**src/design/ics_pkg.sv**
```systemverilog
// Purpose: shared constants for the internal oscillator clock switcher
// Assumes: 125 MHz core clock, 8-bit register port with 4-bit address
// Notes: oscillator taps are indexed by the frequency select code
package ics_pkg;

  // core clock
  localparam int CLK_PERIOD_NS = 8;

  // timing figures in their own units, and the derived cycle counts
  localparam int STAB_TIME_US = 4000;
  localparam int STAB_CYCLES = (STAB_TIME_US * 1000) / CLK_PERIOD_NS;
  localparam int CPU_START_MIN_NS = 5000;
  localparam int CPU_START_MAX_NS = 10000;
  localparam int CPU_START_CYCLES = (CPU_START_MIN_NS + CLK_PERIOD_NS - 1) / CLK_PERIOD_NS;
  localparam int HANDOVER_EDGES = 8;
  localparam int OST_EDGES = 1024;

  // register offsets
  localparam logic [3:0] ADDR_OSC_CTRL = 4'h0;
  localparam logic [3:0] ADDR_OSC_STATUS = 4'h1;
  localparam logic [3:0] ADDR_SEC_TIMER_CTRL = 4'h2;

  // osc control fields
  localparam int CTRL_SEL_LSB = 0;
  localparam int CTRL_PRIMARY_BIT = 4;
  // osc status fields
  localparam int STAT_STABLE_BIT = 0;
  localparam int STAT_SWITCHING_BIT = 1;
  localparam int STAT_CPU_READY_BIT = 2;
  localparam int STAT_OST_DONE_BIT = 3;
  localparam int STAT_CUR_LSB = 4;
  // secondary timer control fields
  localparam int SEC_OSC_ENABLE_BIT = 3;

  // reset values and the low-frequency select code
  localparam logic [2:0] SEL_RESET = 3'h6;
  localparam logic [2:0] SEL_LOW_FREQ_RC = 3'h0;
  localparam logic [7:0] SEC_CTRL_RESET = 8'h00;

  // source index of the primary (external) oscillator, after the 8 internal taps
  localparam logic [3:0] SRC_PRIMARY = 4'h8;

  // primary oscillator configuration
  typedef enum logic [2:0] {
    low_power_crystal_mode,
    standard_crystal_mode,
    high_speed_crystal_mode,
    external_clock_input_mode,
    external_resistor_cap_mode
  } ics_primary_mode_e;

  function automatic logic ics_is_crystal(input logic [2:0] mode);
    ics_is_crystal = (mode == low_power_crystal_mode) || (mode == standard_crystal_mode)
      || (mode == high_speed_crystal_mode);
  endfunction : ics_is_crystal

endpackage : ics_pkg

```
**src/design/ics_clock_switcher.sv**
```systemverilog
// Purpose: glitch-free system clock source switching and oscillator start-up control
// Assumes: oscillator inputs are far slower than the 125 MHz core clock
// Notes: oscillators are sampled, so the output clock carries up to one core clock cycle of jitter
`timescale 1ns/1ns

// Summary of operation
// - on a select change, wait a falling edge of current clock, hold output low
// - while held low, count eight falling edges of new clock, then switch
// - leaving the low-frequency source for a main frequency: clear stable flag, start 4 ms delay
// - switching down to low-frequency source completes after handover, no delay
// - between two main frequencies: set stable flag after the handover
// - after wake-up or power-on, a CPU start-up delay precedes execution
// - waking into a main frequency adds 4 ms stabilisation before CPU start-up
// - entering a crystal mode counts 1024 oscillator cycles before use
// - CPU start-up delay lasts 5 to 10 us
// - secondary crystal oscillator runs only while its enable bit 3 is set
// - secondary oscillator keeps running through sleep and all mode changes
module ics_clock_switcher
  import ics_pkg::*;
#(
  parameter int STAB_COUNT = STAB_CYCLES,
  parameter logic [2:0] SEL_INIT = SEL_RESET
) (
  // clock and reset
  input wire logic clk,
  input wire logic srst,
  // register port
  input wire logic [3:0] reg_addr,
  input wire logic [7:0] reg_wdata,
  input wire logic reg_wr,
  input wire logic reg_rd,
  output logic [7:0] reg_rdata,
  // oscillator pins, index = select code
  input wire logic [7:0] osc_tap_in,
  input wire logic primary_osc_in,
  input wire logic [2:0] primary_mode,
  // core power state
  input wire logic sleep_req,
  // clock and core control
  output logic system_clock_out,
  output logic cpu_run,
  output logic secondary_osc_run
);

  typedef enum logic [1:0] {
    SW_RUN,
    SW_OST,
    SW_WAIT_CUR,
    SW_HOLD
  } ics_sw_state_e;

  typedef enum logic [2:0] {
    BT_STAB,
    BT_OST,
    BT_CPU,
    BT_RUN,
    BT_SLEEP
  } ics_boot_state_e;

  // pin synchronisers, third stage only for edge detection
  logic [8:0] src_s1_reg;
  logic [8:0] src_s2_reg;
  logic [8:0] src_s3_reg;
  logic [8:0] src_fall;

  always_ff @(posedge clk)
  begin
    src_s1_reg <= {primary_osc_in, osc_tap_in};
    src_s2_reg <= src_s1_reg;
    src_s3_reg <= src_s2_reg;
  end

  assign src_fall = src_s3_reg & ~src_s2_reg;

  // software registers
  logic [2:0] int_osc_freq_select_reg;
  logic [2:0] int_osc_freq_select_next;
  logic use_primary_reg;
  logic use_primary_next;
  logic [7:0] secondary_timer_control_reg;
  logic [7:0] secondary_timer_control_next;
  logic [7:0] reg_rdata_reg;
  logic [7:0] reg_rdata_next;

  // switch and boot state
  ics_sw_state_e sw_state_reg;
  ics_sw_state_e sw_state_next;
  ics_boot_state_e bt_state_reg;
  ics_boot_state_e bt_state_next;
  logic [3:0] cur_src_reg;
  logic [3:0] cur_src_next;
  logic [3:0] tgt_src_reg;
  logic [3:0] tgt_src_next;
  logic int_osc_freq_stable_reg;
  logic int_osc_freq_stable_next;
  logic ost_done_reg;
  logic ost_done_next;
  logic sys_clk_reg;
  logic sys_clk_next;
  logic cpu_run_reg;
  logic cpu_run_next;
  logic sec_run_reg;
  logic sec_run_next;

  // timers and counters
  logic hand_start;
  logic hand_done;
  logic ost_start;
  logic ost_done;
  logic stab_start;
  logic stab_done;
  logic stab_busy;
  logic cpu_start;
  logic cpu_done;
  logic [3:0] req_src;
  logic crystal_sel;
  logic sel_change;
  // wake into a crystal mode must rerun the start-up count
  logic ost_wake;
  // the timers cannot be started by reset itself, so the first cycle kicks them
  logic stab_start_all;
  logic cpu_start_all;
  logic boot_kick_reg;
  logic boot_kick_next;

  assign req_src = use_primary_reg ? SRC_PRIMARY : {1'b0, int_osc_freq_select_reg};
  assign crystal_sel = use_primary_reg && ics_is_crystal(primary_mode);
  assign sel_change = (req_src != cur_src_reg);

  ics_edge_counter #(.WIDTH(4)) u_handover (
    .clk(clk),
    .srst(srst),
    .start(hand_start),
    .edge_pulse(src_fall[tgt_src_reg]),
    .target(4'(HANDOVER_EDGES)),
    .busy(),
    .done(hand_done)
  );

  ics_edge_counter #(.WIDTH(11)) u_ost (
    .clk(clk),
    .srst(srst),
    .start(ost_start || ost_wake),
    .edge_pulse(src_fall[SRC_PRIMARY]),
    .target(11'(OST_EDGES)),
    .busy(),
    .done(ost_done)
  );

  ics_delay_timer #(.WIDTH(20)) u_stab (
    .clk(clk),
    .srst(srst),
    .start(stab_start_all),
    .load(20'(STAB_COUNT)),
    .busy(stab_busy),
    .done(stab_done)
  );

  ics_delay_timer #(.WIDTH(10)) u_cpu (
    .clk(clk),
    .srst(srst),
    .start(cpu_start_all),
    .load(10'(CPU_START_CYCLES)),
    .busy(),
    .done(cpu_done)
  );

  // register port
  always_comb
  begin
    int_osc_freq_select_next = int_osc_freq_select_reg;
    use_primary_next = use_primary_reg;
    secondary_timer_control_next = secondary_timer_control_reg;
    reg_rdata_next = 8'h00;
    if (reg_wr)
    begin
      unique case (reg_addr)
        ADDR_OSC_CTRL:
        begin
          int_osc_freq_select_next = reg_wdata[CTRL_SEL_LSB +: 3];
          use_primary_next = reg_wdata[CTRL_PRIMARY_BIT];
        end
        ADDR_SEC_TIMER_CTRL: secondary_timer_control_next = reg_wdata;
        default: ;
      endcase
    end
    if (reg_rd)
    begin
      unique case (reg_addr)
        ADDR_OSC_CTRL:
        begin
          reg_rdata_next[CTRL_SEL_LSB +: 3] = int_osc_freq_select_reg;
          reg_rdata_next[CTRL_PRIMARY_BIT] = use_primary_reg;
        end
        ADDR_OSC_STATUS:
        begin
          reg_rdata_next[STAT_STABLE_BIT] = int_osc_freq_stable_reg;
          reg_rdata_next[STAT_SWITCHING_BIT] = (sw_state_reg != SW_RUN);
          reg_rdata_next[STAT_CPU_READY_BIT] = cpu_run_reg;
          reg_rdata_next[STAT_OST_DONE_BIT] = ost_done_reg;
          reg_rdata_next[STAT_CUR_LSB +: 4] = cur_src_reg;
        end
        ADDR_SEC_TIMER_CTRL: reg_rdata_next = secondary_timer_control_reg;
        default: reg_rdata_next = 8'h00;
      endcase
    end
  end

  // source switching; only runs while the core is awake
  always_comb
  begin
    sw_state_next = sw_state_reg;
    cur_src_next = cur_src_reg;
    tgt_src_next = tgt_src_reg;
    hand_start = 1'b0;
    ost_start = 1'b0;
    sys_clk_next = src_s2_reg[cur_src_reg];
    unique case (sw_state_reg)
      SW_RUN:
        if (bt_state_reg == BT_RUN && sel_change)
        begin
          tgt_src_next = req_src;
          if (req_src == SRC_PRIMARY && crystal_sel && !ost_done_reg)
          begin
            ost_start = 1'b1;
            sw_state_next = SW_OST;
          end
          else
            sw_state_next = SW_WAIT_CUR;
        end
      SW_OST:
        if (ost_done)
          sw_state_next = SW_WAIT_CUR;
      SW_WAIT_CUR:
        if (src_fall[cur_src_reg])
        begin
          sys_clk_next = 1'b0;
          hand_start = 1'b1;
          sw_state_next = SW_HOLD;
        end
      SW_HOLD:
      begin
        sys_clk_next = 1'b0;
        if (hand_done)
        begin
          cur_src_next = tgt_src_reg;
          sw_state_next = SW_RUN;
        end
      end
    endcase
  end

  // stable flag, start-up sequence and secondary oscillator
  always_comb
  begin
    bt_state_next = bt_state_reg;
    int_osc_freq_stable_next = int_osc_freq_stable_reg;
    ost_done_next = ost_done_reg;
    stab_start = 1'b0;
    cpu_start = 1'b0;
    ost_wake = 1'b0;
    cpu_run_next = 1'b0;
    // secondary oscillator follows only its enable bit, sleep has no say
    sec_run_next = secondary_timer_control_reg[SEC_OSC_ENABLE_BIT];
    if (ost_done)
      ost_done_next = 1'b1;
    if (!use_primary_reg)
      ost_done_next = 1'b0;
    if (sw_state_reg == SW_HOLD && hand_done)
    begin
      if (cur_src_reg[2:0] == SEL_LOW_FREQ_RC && cur_src_reg != SRC_PRIMARY
          && tgt_src_reg != SRC_PRIMARY && tgt_src_reg[2:0] != SEL_LOW_FREQ_RC)
      begin
        int_osc_freq_stable_next = 1'b0;
        stab_start = 1'b1;
      end
      else if (tgt_src_reg[2:0] == SEL_LOW_FREQ_RC && tgt_src_reg != SRC_PRIMARY)
        int_osc_freq_stable_next = 1'b0;
      else if (tgt_src_reg != SRC_PRIMARY)
        int_osc_freq_stable_next = 1'b1;
    end
    if (stab_done && bt_state_reg == BT_RUN)
      int_osc_freq_stable_next = 1'b1;
    unique case (bt_state_reg)
      BT_STAB:
        if (stab_done)
        begin
          int_osc_freq_stable_next = 1'b1;
          cpu_start = 1'b1;
          bt_state_next = BT_CPU;
        end
      BT_OST:
        if (ost_done)
        begin
          cpu_start = 1'b1;
          bt_state_next = BT_CPU;
        end
      BT_CPU:
        if (cpu_done)
        begin
          cpu_run_next = 1'b1;
          bt_state_next = BT_RUN;
        end
      BT_RUN:
      begin
        cpu_run_next = 1'b1;
        if (sleep_req && sw_state_reg == SW_RUN)
        begin
          cpu_run_next = 1'b0;
          bt_state_next = BT_SLEEP;
        end
      end
      BT_SLEEP:
        if (!sleep_req)
        begin
          // wake-up path picks the delay that the running source needs
          if (cur_src_reg == SRC_PRIMARY && crystal_sel)
          begin
            ost_wake = 1'b1;
            bt_state_next = BT_OST;
          end
          else if (cur_src_reg[2:0] != SEL_LOW_FREQ_RC && cur_src_reg != SRC_PRIMARY)
          begin
            int_osc_freq_stable_next = 1'b0;
            stab_start = 1'b1;
            bt_state_next = BT_STAB;
          end
          else
          begin
            cpu_start = 1'b1;
            bt_state_next = BT_CPU;
          end
        end
      default: bt_state_next = BT_STAB;
    endcase
  end

  always_ff @(posedge clk)
  begin
    if (srst)
    begin
      int_osc_freq_select_reg <= SEL_INIT;
      use_primary_reg <= 1'b0;
      secondary_timer_control_reg <= SEC_CTRL_RESET;
      reg_rdata_reg <= 8'h00;
      sw_state_reg <= SW_RUN;
      cur_src_reg <= {1'b0, SEL_INIT};
      tgt_src_reg <= {1'b0, SEL_INIT};
      // power-on: a main frequency needs its stabilisation first
      bt_state_reg <= (SEL_INIT == SEL_LOW_FREQ_RC) ? BT_CPU : BT_STAB;
      int_osc_freq_stable_reg <= 1'b0;
      ost_done_reg <= 1'b0;
      sys_clk_reg <= 1'b0;
      cpu_run_reg <= 1'b0;
      sec_run_reg <= 1'b0;
    end
    else
    begin
      int_osc_freq_select_reg <= int_osc_freq_select_next;
      use_primary_reg <= use_primary_next;
      secondary_timer_control_reg <= secondary_timer_control_next;
      reg_rdata_reg <= reg_rdata_next;
      sw_state_reg <= sw_state_next;
      cur_src_reg <= cur_src_next;
      tgt_src_reg <= tgt_src_next;
      bt_state_reg <= bt_state_next;
      int_osc_freq_stable_reg <= int_osc_freq_stable_next;
      ost_done_reg <= ost_done_next;
      sys_clk_reg <= sys_clk_next;
      cpu_run_reg <= cpu_run_next;
      sec_run_reg <= sec_run_next;
    end
  end

  assign boot_kick_next = 1'b0;
  always_ff @(posedge clk)
  begin
    if (srst)
      boot_kick_reg <= 1'b1;
    else
      boot_kick_reg <= boot_kick_next;
  end

  assign stab_start_all = stab_start || (boot_kick_reg && bt_state_reg == BT_STAB);
  assign cpu_start_all = cpu_start || (boot_kick_reg && bt_state_reg == BT_CPU);

  assign reg_rdata = reg_rdata_reg;
  assign system_clock_out = sys_clk_reg;
  assign cpu_run = cpu_run_reg;
  assign secondary_osc_run = sec_run_reg;

endmodule : ics_clock_switcher

```
**src/design/ics_edge_counter.sv**
```systemverilog
// Purpose: counts edge pulses from a synchronised oscillator after a start
// Assumes: edge_pulse is one core cycle per oscillator edge
// Notes: done is a one-cycle pulse in the cycle after the edge that reaches the target
`timescale 1ns/1ns
module ics_edge_counter #(
  parameter int WIDTH = 11
) (
  // clock and reset
  input wire logic clk,
  input wire logic srst,
  // control
  input wire logic start,
  input wire logic edge_pulse,
  input wire logic [WIDTH-1:0] target,
  // status
  output logic busy,
  output logic done
);

  logic [WIDTH-1:0] cnt_reg;
  logic [WIDTH-1:0] cnt_next;
  logic busy_reg;
  logic busy_next;
  logic done_reg;
  logic done_next;

  always_comb
  begin
    cnt_next = cnt_reg;
    busy_next = busy_reg;
    done_next = 1'b0;
    if (start)
    begin
      cnt_next = '0;
      busy_next = 1'b1;
    end
    else if (busy_reg && edge_pulse)
    begin
      cnt_next = cnt_reg + WIDTH'(1);
      if (cnt_reg + WIDTH'(1) == target)
      begin
        busy_next = 1'b0;
        done_next = 1'b1;
      end
    end
  end

  always_ff @(posedge clk)
  begin
    if (srst)
    begin
      cnt_reg <= '0;
      busy_reg <= 1'b0;
      done_reg <= 1'b0;
    end
    else
    begin
      cnt_reg <= cnt_next;
      busy_reg <= busy_next;
      done_reg <= done_next;
    end
  end

  assign busy = busy_reg;
  assign done = done_reg;

endmodule : ics_edge_counter

```
**src/design/ics_delay_timer.sv**
```systemverilog
// Purpose: one-shot delay measured in core clock cycles
// Assumes: load is at least 1
// Notes: done pulses once, load plus one cycles after the start cycle
`timescale 1ns/1ns
module ics_delay_timer #(
  parameter int WIDTH = 20
) (
  // clock and reset
  input wire logic clk,
  input wire logic srst,
  // control
  input wire logic start,
  input wire logic [WIDTH-1:0] load,
  // status
  output logic busy,
  output logic done
);

  logic [WIDTH-1:0] cnt_reg;
  logic [WIDTH-1:0] cnt_next;
  logic done_reg;
  logic done_next;

  always_comb
  begin
    cnt_next = cnt_reg;
    done_next = 1'b0;
    if (start)
      cnt_next = load;
    else if (cnt_reg != '0)
    begin
      cnt_next = cnt_reg - WIDTH'(1);
      done_next = (cnt_reg == WIDTH'(1));
    end
  end

  always_ff @(posedge clk)
  begin
    if (srst)
    begin
      cnt_reg <= '0;
      done_reg <= 1'b0;
    end
    else
    begin
      cnt_reg <= cnt_next;
      done_reg <= done_next;
    end
  end

  assign busy = (cnt_reg != '0);
  assign done = done_reg;

endmodule : ics_delay_timer

```
**config.mk**
```make
export PLATFORM = sky130hd
export DESIGN_NAME = ics_clock_switcher
export DESIGN_NICKNAME = d
export VERILOG_FILES = /design/src/design/ics_pkg.sv /design/src/design/ics_clock_switcher.sv /design/src/design/ics_edge_counter.sv /design/src/design/ics_delay_timer.sv
export SDC_FILE = /design/constraint.sdc
export NUM_CORES = 1
export LEC_CHECK = 0
export ABC_AREA = 1
export BUFFER_PORTS_ARGS = -buffer_cell sky130_fd_sc_hd__buf_2
export CAP_MARGIN = 20
export CORE_UTILIZATION = 35
export DETAILED_ROUTE_END_ITERATION = 8
export MAX_ROUTING_LAYER = met4
export SLEW_MARGIN = 20
export SYNTH_ARGS = -nofsm -noshare
export SYNTH_HDL_FRONTEND = slang
export SYNTH_SLANG_ARGS = --single-unit
```
**constraint.sdc**
```tcl
create_clock -name clk -period 1.4 [get_ports clk]
set_input_delay 0.07 -clock clk [delete_from_list [all_inputs] [get_ports clk]]
set_output_delay 0.07 -clock clk [all_outputs]
set_load 0.1 [all_outputs]
```
==> impl_metrics.py <==
metrics = {
    "status": {
        "violations": "setup timing",
        "status": "complete, but fails checks",
    },
    "timing": {
        "setup_viol": 49,
        "period_needed_ns": 1.524,
        "setup_tns_ns": -3.306,
        "rsz0062_at_grt": "true",
        "skew_ns": 0.006609,
        "relSlewSlack": 0.6447,
        "tightest_slew_ns": 0.5324,
        "timing.final.ws_setup_ns": -0.1245,
        "fmax_mhz": 656.0,
        "hold_violations": 0,
        "fin_crit_sh": 1.089,
        "maxSlewViolCount": 0,
    },
    "worst_setup_path": {
        "cp_slowest_cell": "dfxtp_4",
        "rr_startpoint": "cur_src_reg[2]",
        "crit_type": "reg -> reg",
        "crit_fanout": 6,
        "cp-start-kind": "register",
        "r2r_cells": 12,
        "cp_data_arrival_time_ns": 1.82,
        "reg2reg_slack_ns": -0.12,
        "end_kind": "register",
        "required_ns": 1.70,
        "r2r_end": "u_ost.cnt_reg[2]",
        "slowest_delay_ns": 0.36,
        "cp_cell_sequence": "buf_6, inv_4, nand3_2, nand2_2, nor2_1, nand2_1, nand2_2, o22ai_2, inv_2, nand2_4, clkbuf_16, nor2_1",
    },
    "synth": {
        "synthFlopType": "dfxtp_1",
        "syn_inst": 748,
        "ys_seq_area_frac": 0.4319,
        "syn_area_um2": 5423,
        "syn_nets": 788,
        "synth_top_area_cell": "dfxtp_1",
        "ys_top_cells_by_count": "nand2_1, dfxtp_1, inv_1",
        "synth_compound_area_frac": 0.1151,
        "yosysMostFrequentCell": "nand2_1",
        "synth_edf_count": 0,
        "synth-xor-area-share": 0.02746,
        "synth_top_cell_area_share": 0.4319,
        "yosysUniqueCellTypes": 41,
        "avgSynthCellArea_um2": 7.250,
        "synth_top_family_by_area": "simple AND/OR/NAND/NOR gates",
        "synth_area_leaders": "dfxtp_1, nand2_1, inv_1, nand3_1, nor2_1",
        "synth-seq-cells": 117,
        "synth_simple_gate_area_frac": 0.3133,
        "async_flop_share": 0,
        "yosysWarnings": 0,
        "synthAdderAreaFrac": 0.02538,
        "synthMuxAreaShare": 0,
    },
    "run": {
        "drv_cap": 0,
    },
    "placed_design": {
        "place_congestion": 0.8793,
        "dp_slack_ns": -0.1735,
        "dpl.hpwl_um": 9161,
        "dp_cells": 1065,
        "numPortBuffers": 39,
    },
    "cts": {
        "cts-root-buf": "clkbuf_16",
        "cts_buffers": 17,
        "clk_pin_slew_ns": 0.05,
        "cts.sinks": 117,
        "cts_tree": "built",
        "clk_latency_ns": 0.42,
        "h-tree-depth": 4,
        "clockBufferDepth": 2,
    },
    "die": {
        "die_w_um": 126.5,
        "core_area_um2": 15150,
        "io_pins": 40,
        "fp.dieH_um": 126.5,
        "rows": 45,
        "start_util": 0.3580,
        "design.die.area_um2": 15990,
    },
    "power_and_ir_drop": {
        "powerDensity_nw_per_um2": 1844,
        "leakage_nw": 3.638,
        "peakVddDrop_uv": 925.8,
    },
    "grt": {
        "antenna_found_initial": 0,
        "grt_usage": 0.1864,
        "grt_pass1_wl_um": 23050,
        "gr-total-overflow": 0,
        "first_global_vias": 5218,
        "grt_max_degree": 38,
    },
    "hold_path": {
        "min_to": "reg_rdata[6]",
        "hold_class": "in -> reg",
        "hold_depth": 5,
        "min_from": "reg_addr[0]",
    },
    "drt": {
        "drt-initial-drc-count": 236,
        "num_vias": 5347,
        "drc_errors": 0,
        "wl_per_cell_um": 12.11,
        "viasPerCell": 4.707,
        "drt_pre_antenna_iters": 4,
        "antenna_left": 0,
        "drt-total-wl_um": 13760,
    },
    "finish": {
        "diodes": 0,
        "final_layout_size_suffix_gt1_frac": 0.3829,
        "post-route-util": 0.5394,
        "fin_cells": 1136,
        "largest_register_ffs": 20,
        "fin_nets": 975,
        "num-fill-cells": 1350,
        "syn_to_final_growth_pct": 50.65,
    },
}
[repair_timing]
| action | CTS | global route |
|---|---|---|
| buffers inserted | 11 | 6 |
| hold buffers | 19 | 0 |
| gates resized for setup | 78 | 91 |
| gates cloned | 2 | 1 |
| pin swaps | 29 | 23 |
| endpoints found under the hold margin | 25 | 0 |
| endpoints found under the setup margin | 58 | 61 |
[worst max-delay path: cells and delay by family (launching register included)]
| kind | cells | cell delay (ns) |
|---|---|---|
| flip-flops | 1 | 0.36 |
| AND/OR/NAND/NOR | 7 | 0.50 |
| buffers and inverters | 4 | 0.41 |
| AO/OA/AOI/OAI | 1 | 0.15 |
[area by class of cell]
type	count	area, um^2	share of cell area
Clock buffer	24	491.7	0.06019
Clock inverter	8	145.1	0.01777
Inverter	99	394.1	0.04825
Multi-Input combinational cell	517	3113	0.3811
Sequential cell	117	2382	0.2916
Tap cell	188	235.2	0.02879
Timing Repair Buffer	183	1408	0.1723
[stage by stage]
| step | power (mW) | area (um^2) | hold WS (ns) |
|---|---|---|---|
| final | 15.06 | 8169 | 0.1225 |
| after global routing | 16.08 | 8169 | 0.1444 |
| after CTS | 14.61 | 7807 | 0.09923 |
| after detailed placement | 9.021 | 6623 | 0.1736 |
| after global placement | 8.996 | 6623 | 0.1741 |
| after floorplan | 7.273 | 5487 | 0.09772 |
[worst max path at each step]
| stage | start | to | slack (ns) | cells after the start |
|---|---|---|---|---|
| finish | cur_src_reg[2] | u_ost.cnt_reg[2] | -0.12 | 12 |
| global route | cur_src_reg[2] | u_ost.cnt_reg[5] | -0.23 | 12 |
| CTS | cur_src_reg[0] | u_ost.cnt_reg[7] | -0.09 | 11 |
| detailed placement | u_stab.cnt_reg[1] | u_stab.cnt_reg[4] | -0.17 | 11 |
| global placement | u_stab.cnt_reg[1] | u_stab.cnt_reg[12] | -0.14 | 12 |
| floorplan | u_stab.cnt_reg[0] | u_stab.cnt_reg[11] | -0.03 | 12 |
[power by group]
part           internal [mW]  total [mW]  switching (mW)
combinational           2.96        6.22            3.26
sequential              3.83        4.22           0.396
clock                   3.16        4.62            1.46
total                   9.94        15.1            5.12
[cells by family (layout without fill, tap and decap cells)]
logic type / Yosys count / count (layout)
AND/OR/NAND/NOR: 382 / 383
flip-flops: 117 / 117
buffers and inverters: 115 / 314
AO/OA/AOI/OAI: 106 / 106
XOR/XNOR: 17 / 17
adder cells (fa/ha/maj): 11 / 11
[placed cells by master (no fill, tap or decap), drive strengths merged, types with 17 or more instances in the layout]
master,Yosys,final
dfxtp,117,117
inv,97,98
nand3,65,65
nor3,19,19
nor2,89,89
nand2,182,183
dlygate4sd3,0,19
buf,11,163
a21oi,60,60
clkbuf,5,25
nand4,17,17
o21ai,26,26
[metal layers]
layer	global-route usage	share of wire	wire, um	up-vias
li1	-	-	-	2810
met1	0.2136	0.46	6352	2421
met2	0.3071	0.48	6640	86
met3	0.04302	0.032	442	30
met4	0.09072	0.023	323	0
met5	-	0	0	-
(Power assumes the default switching activity.)
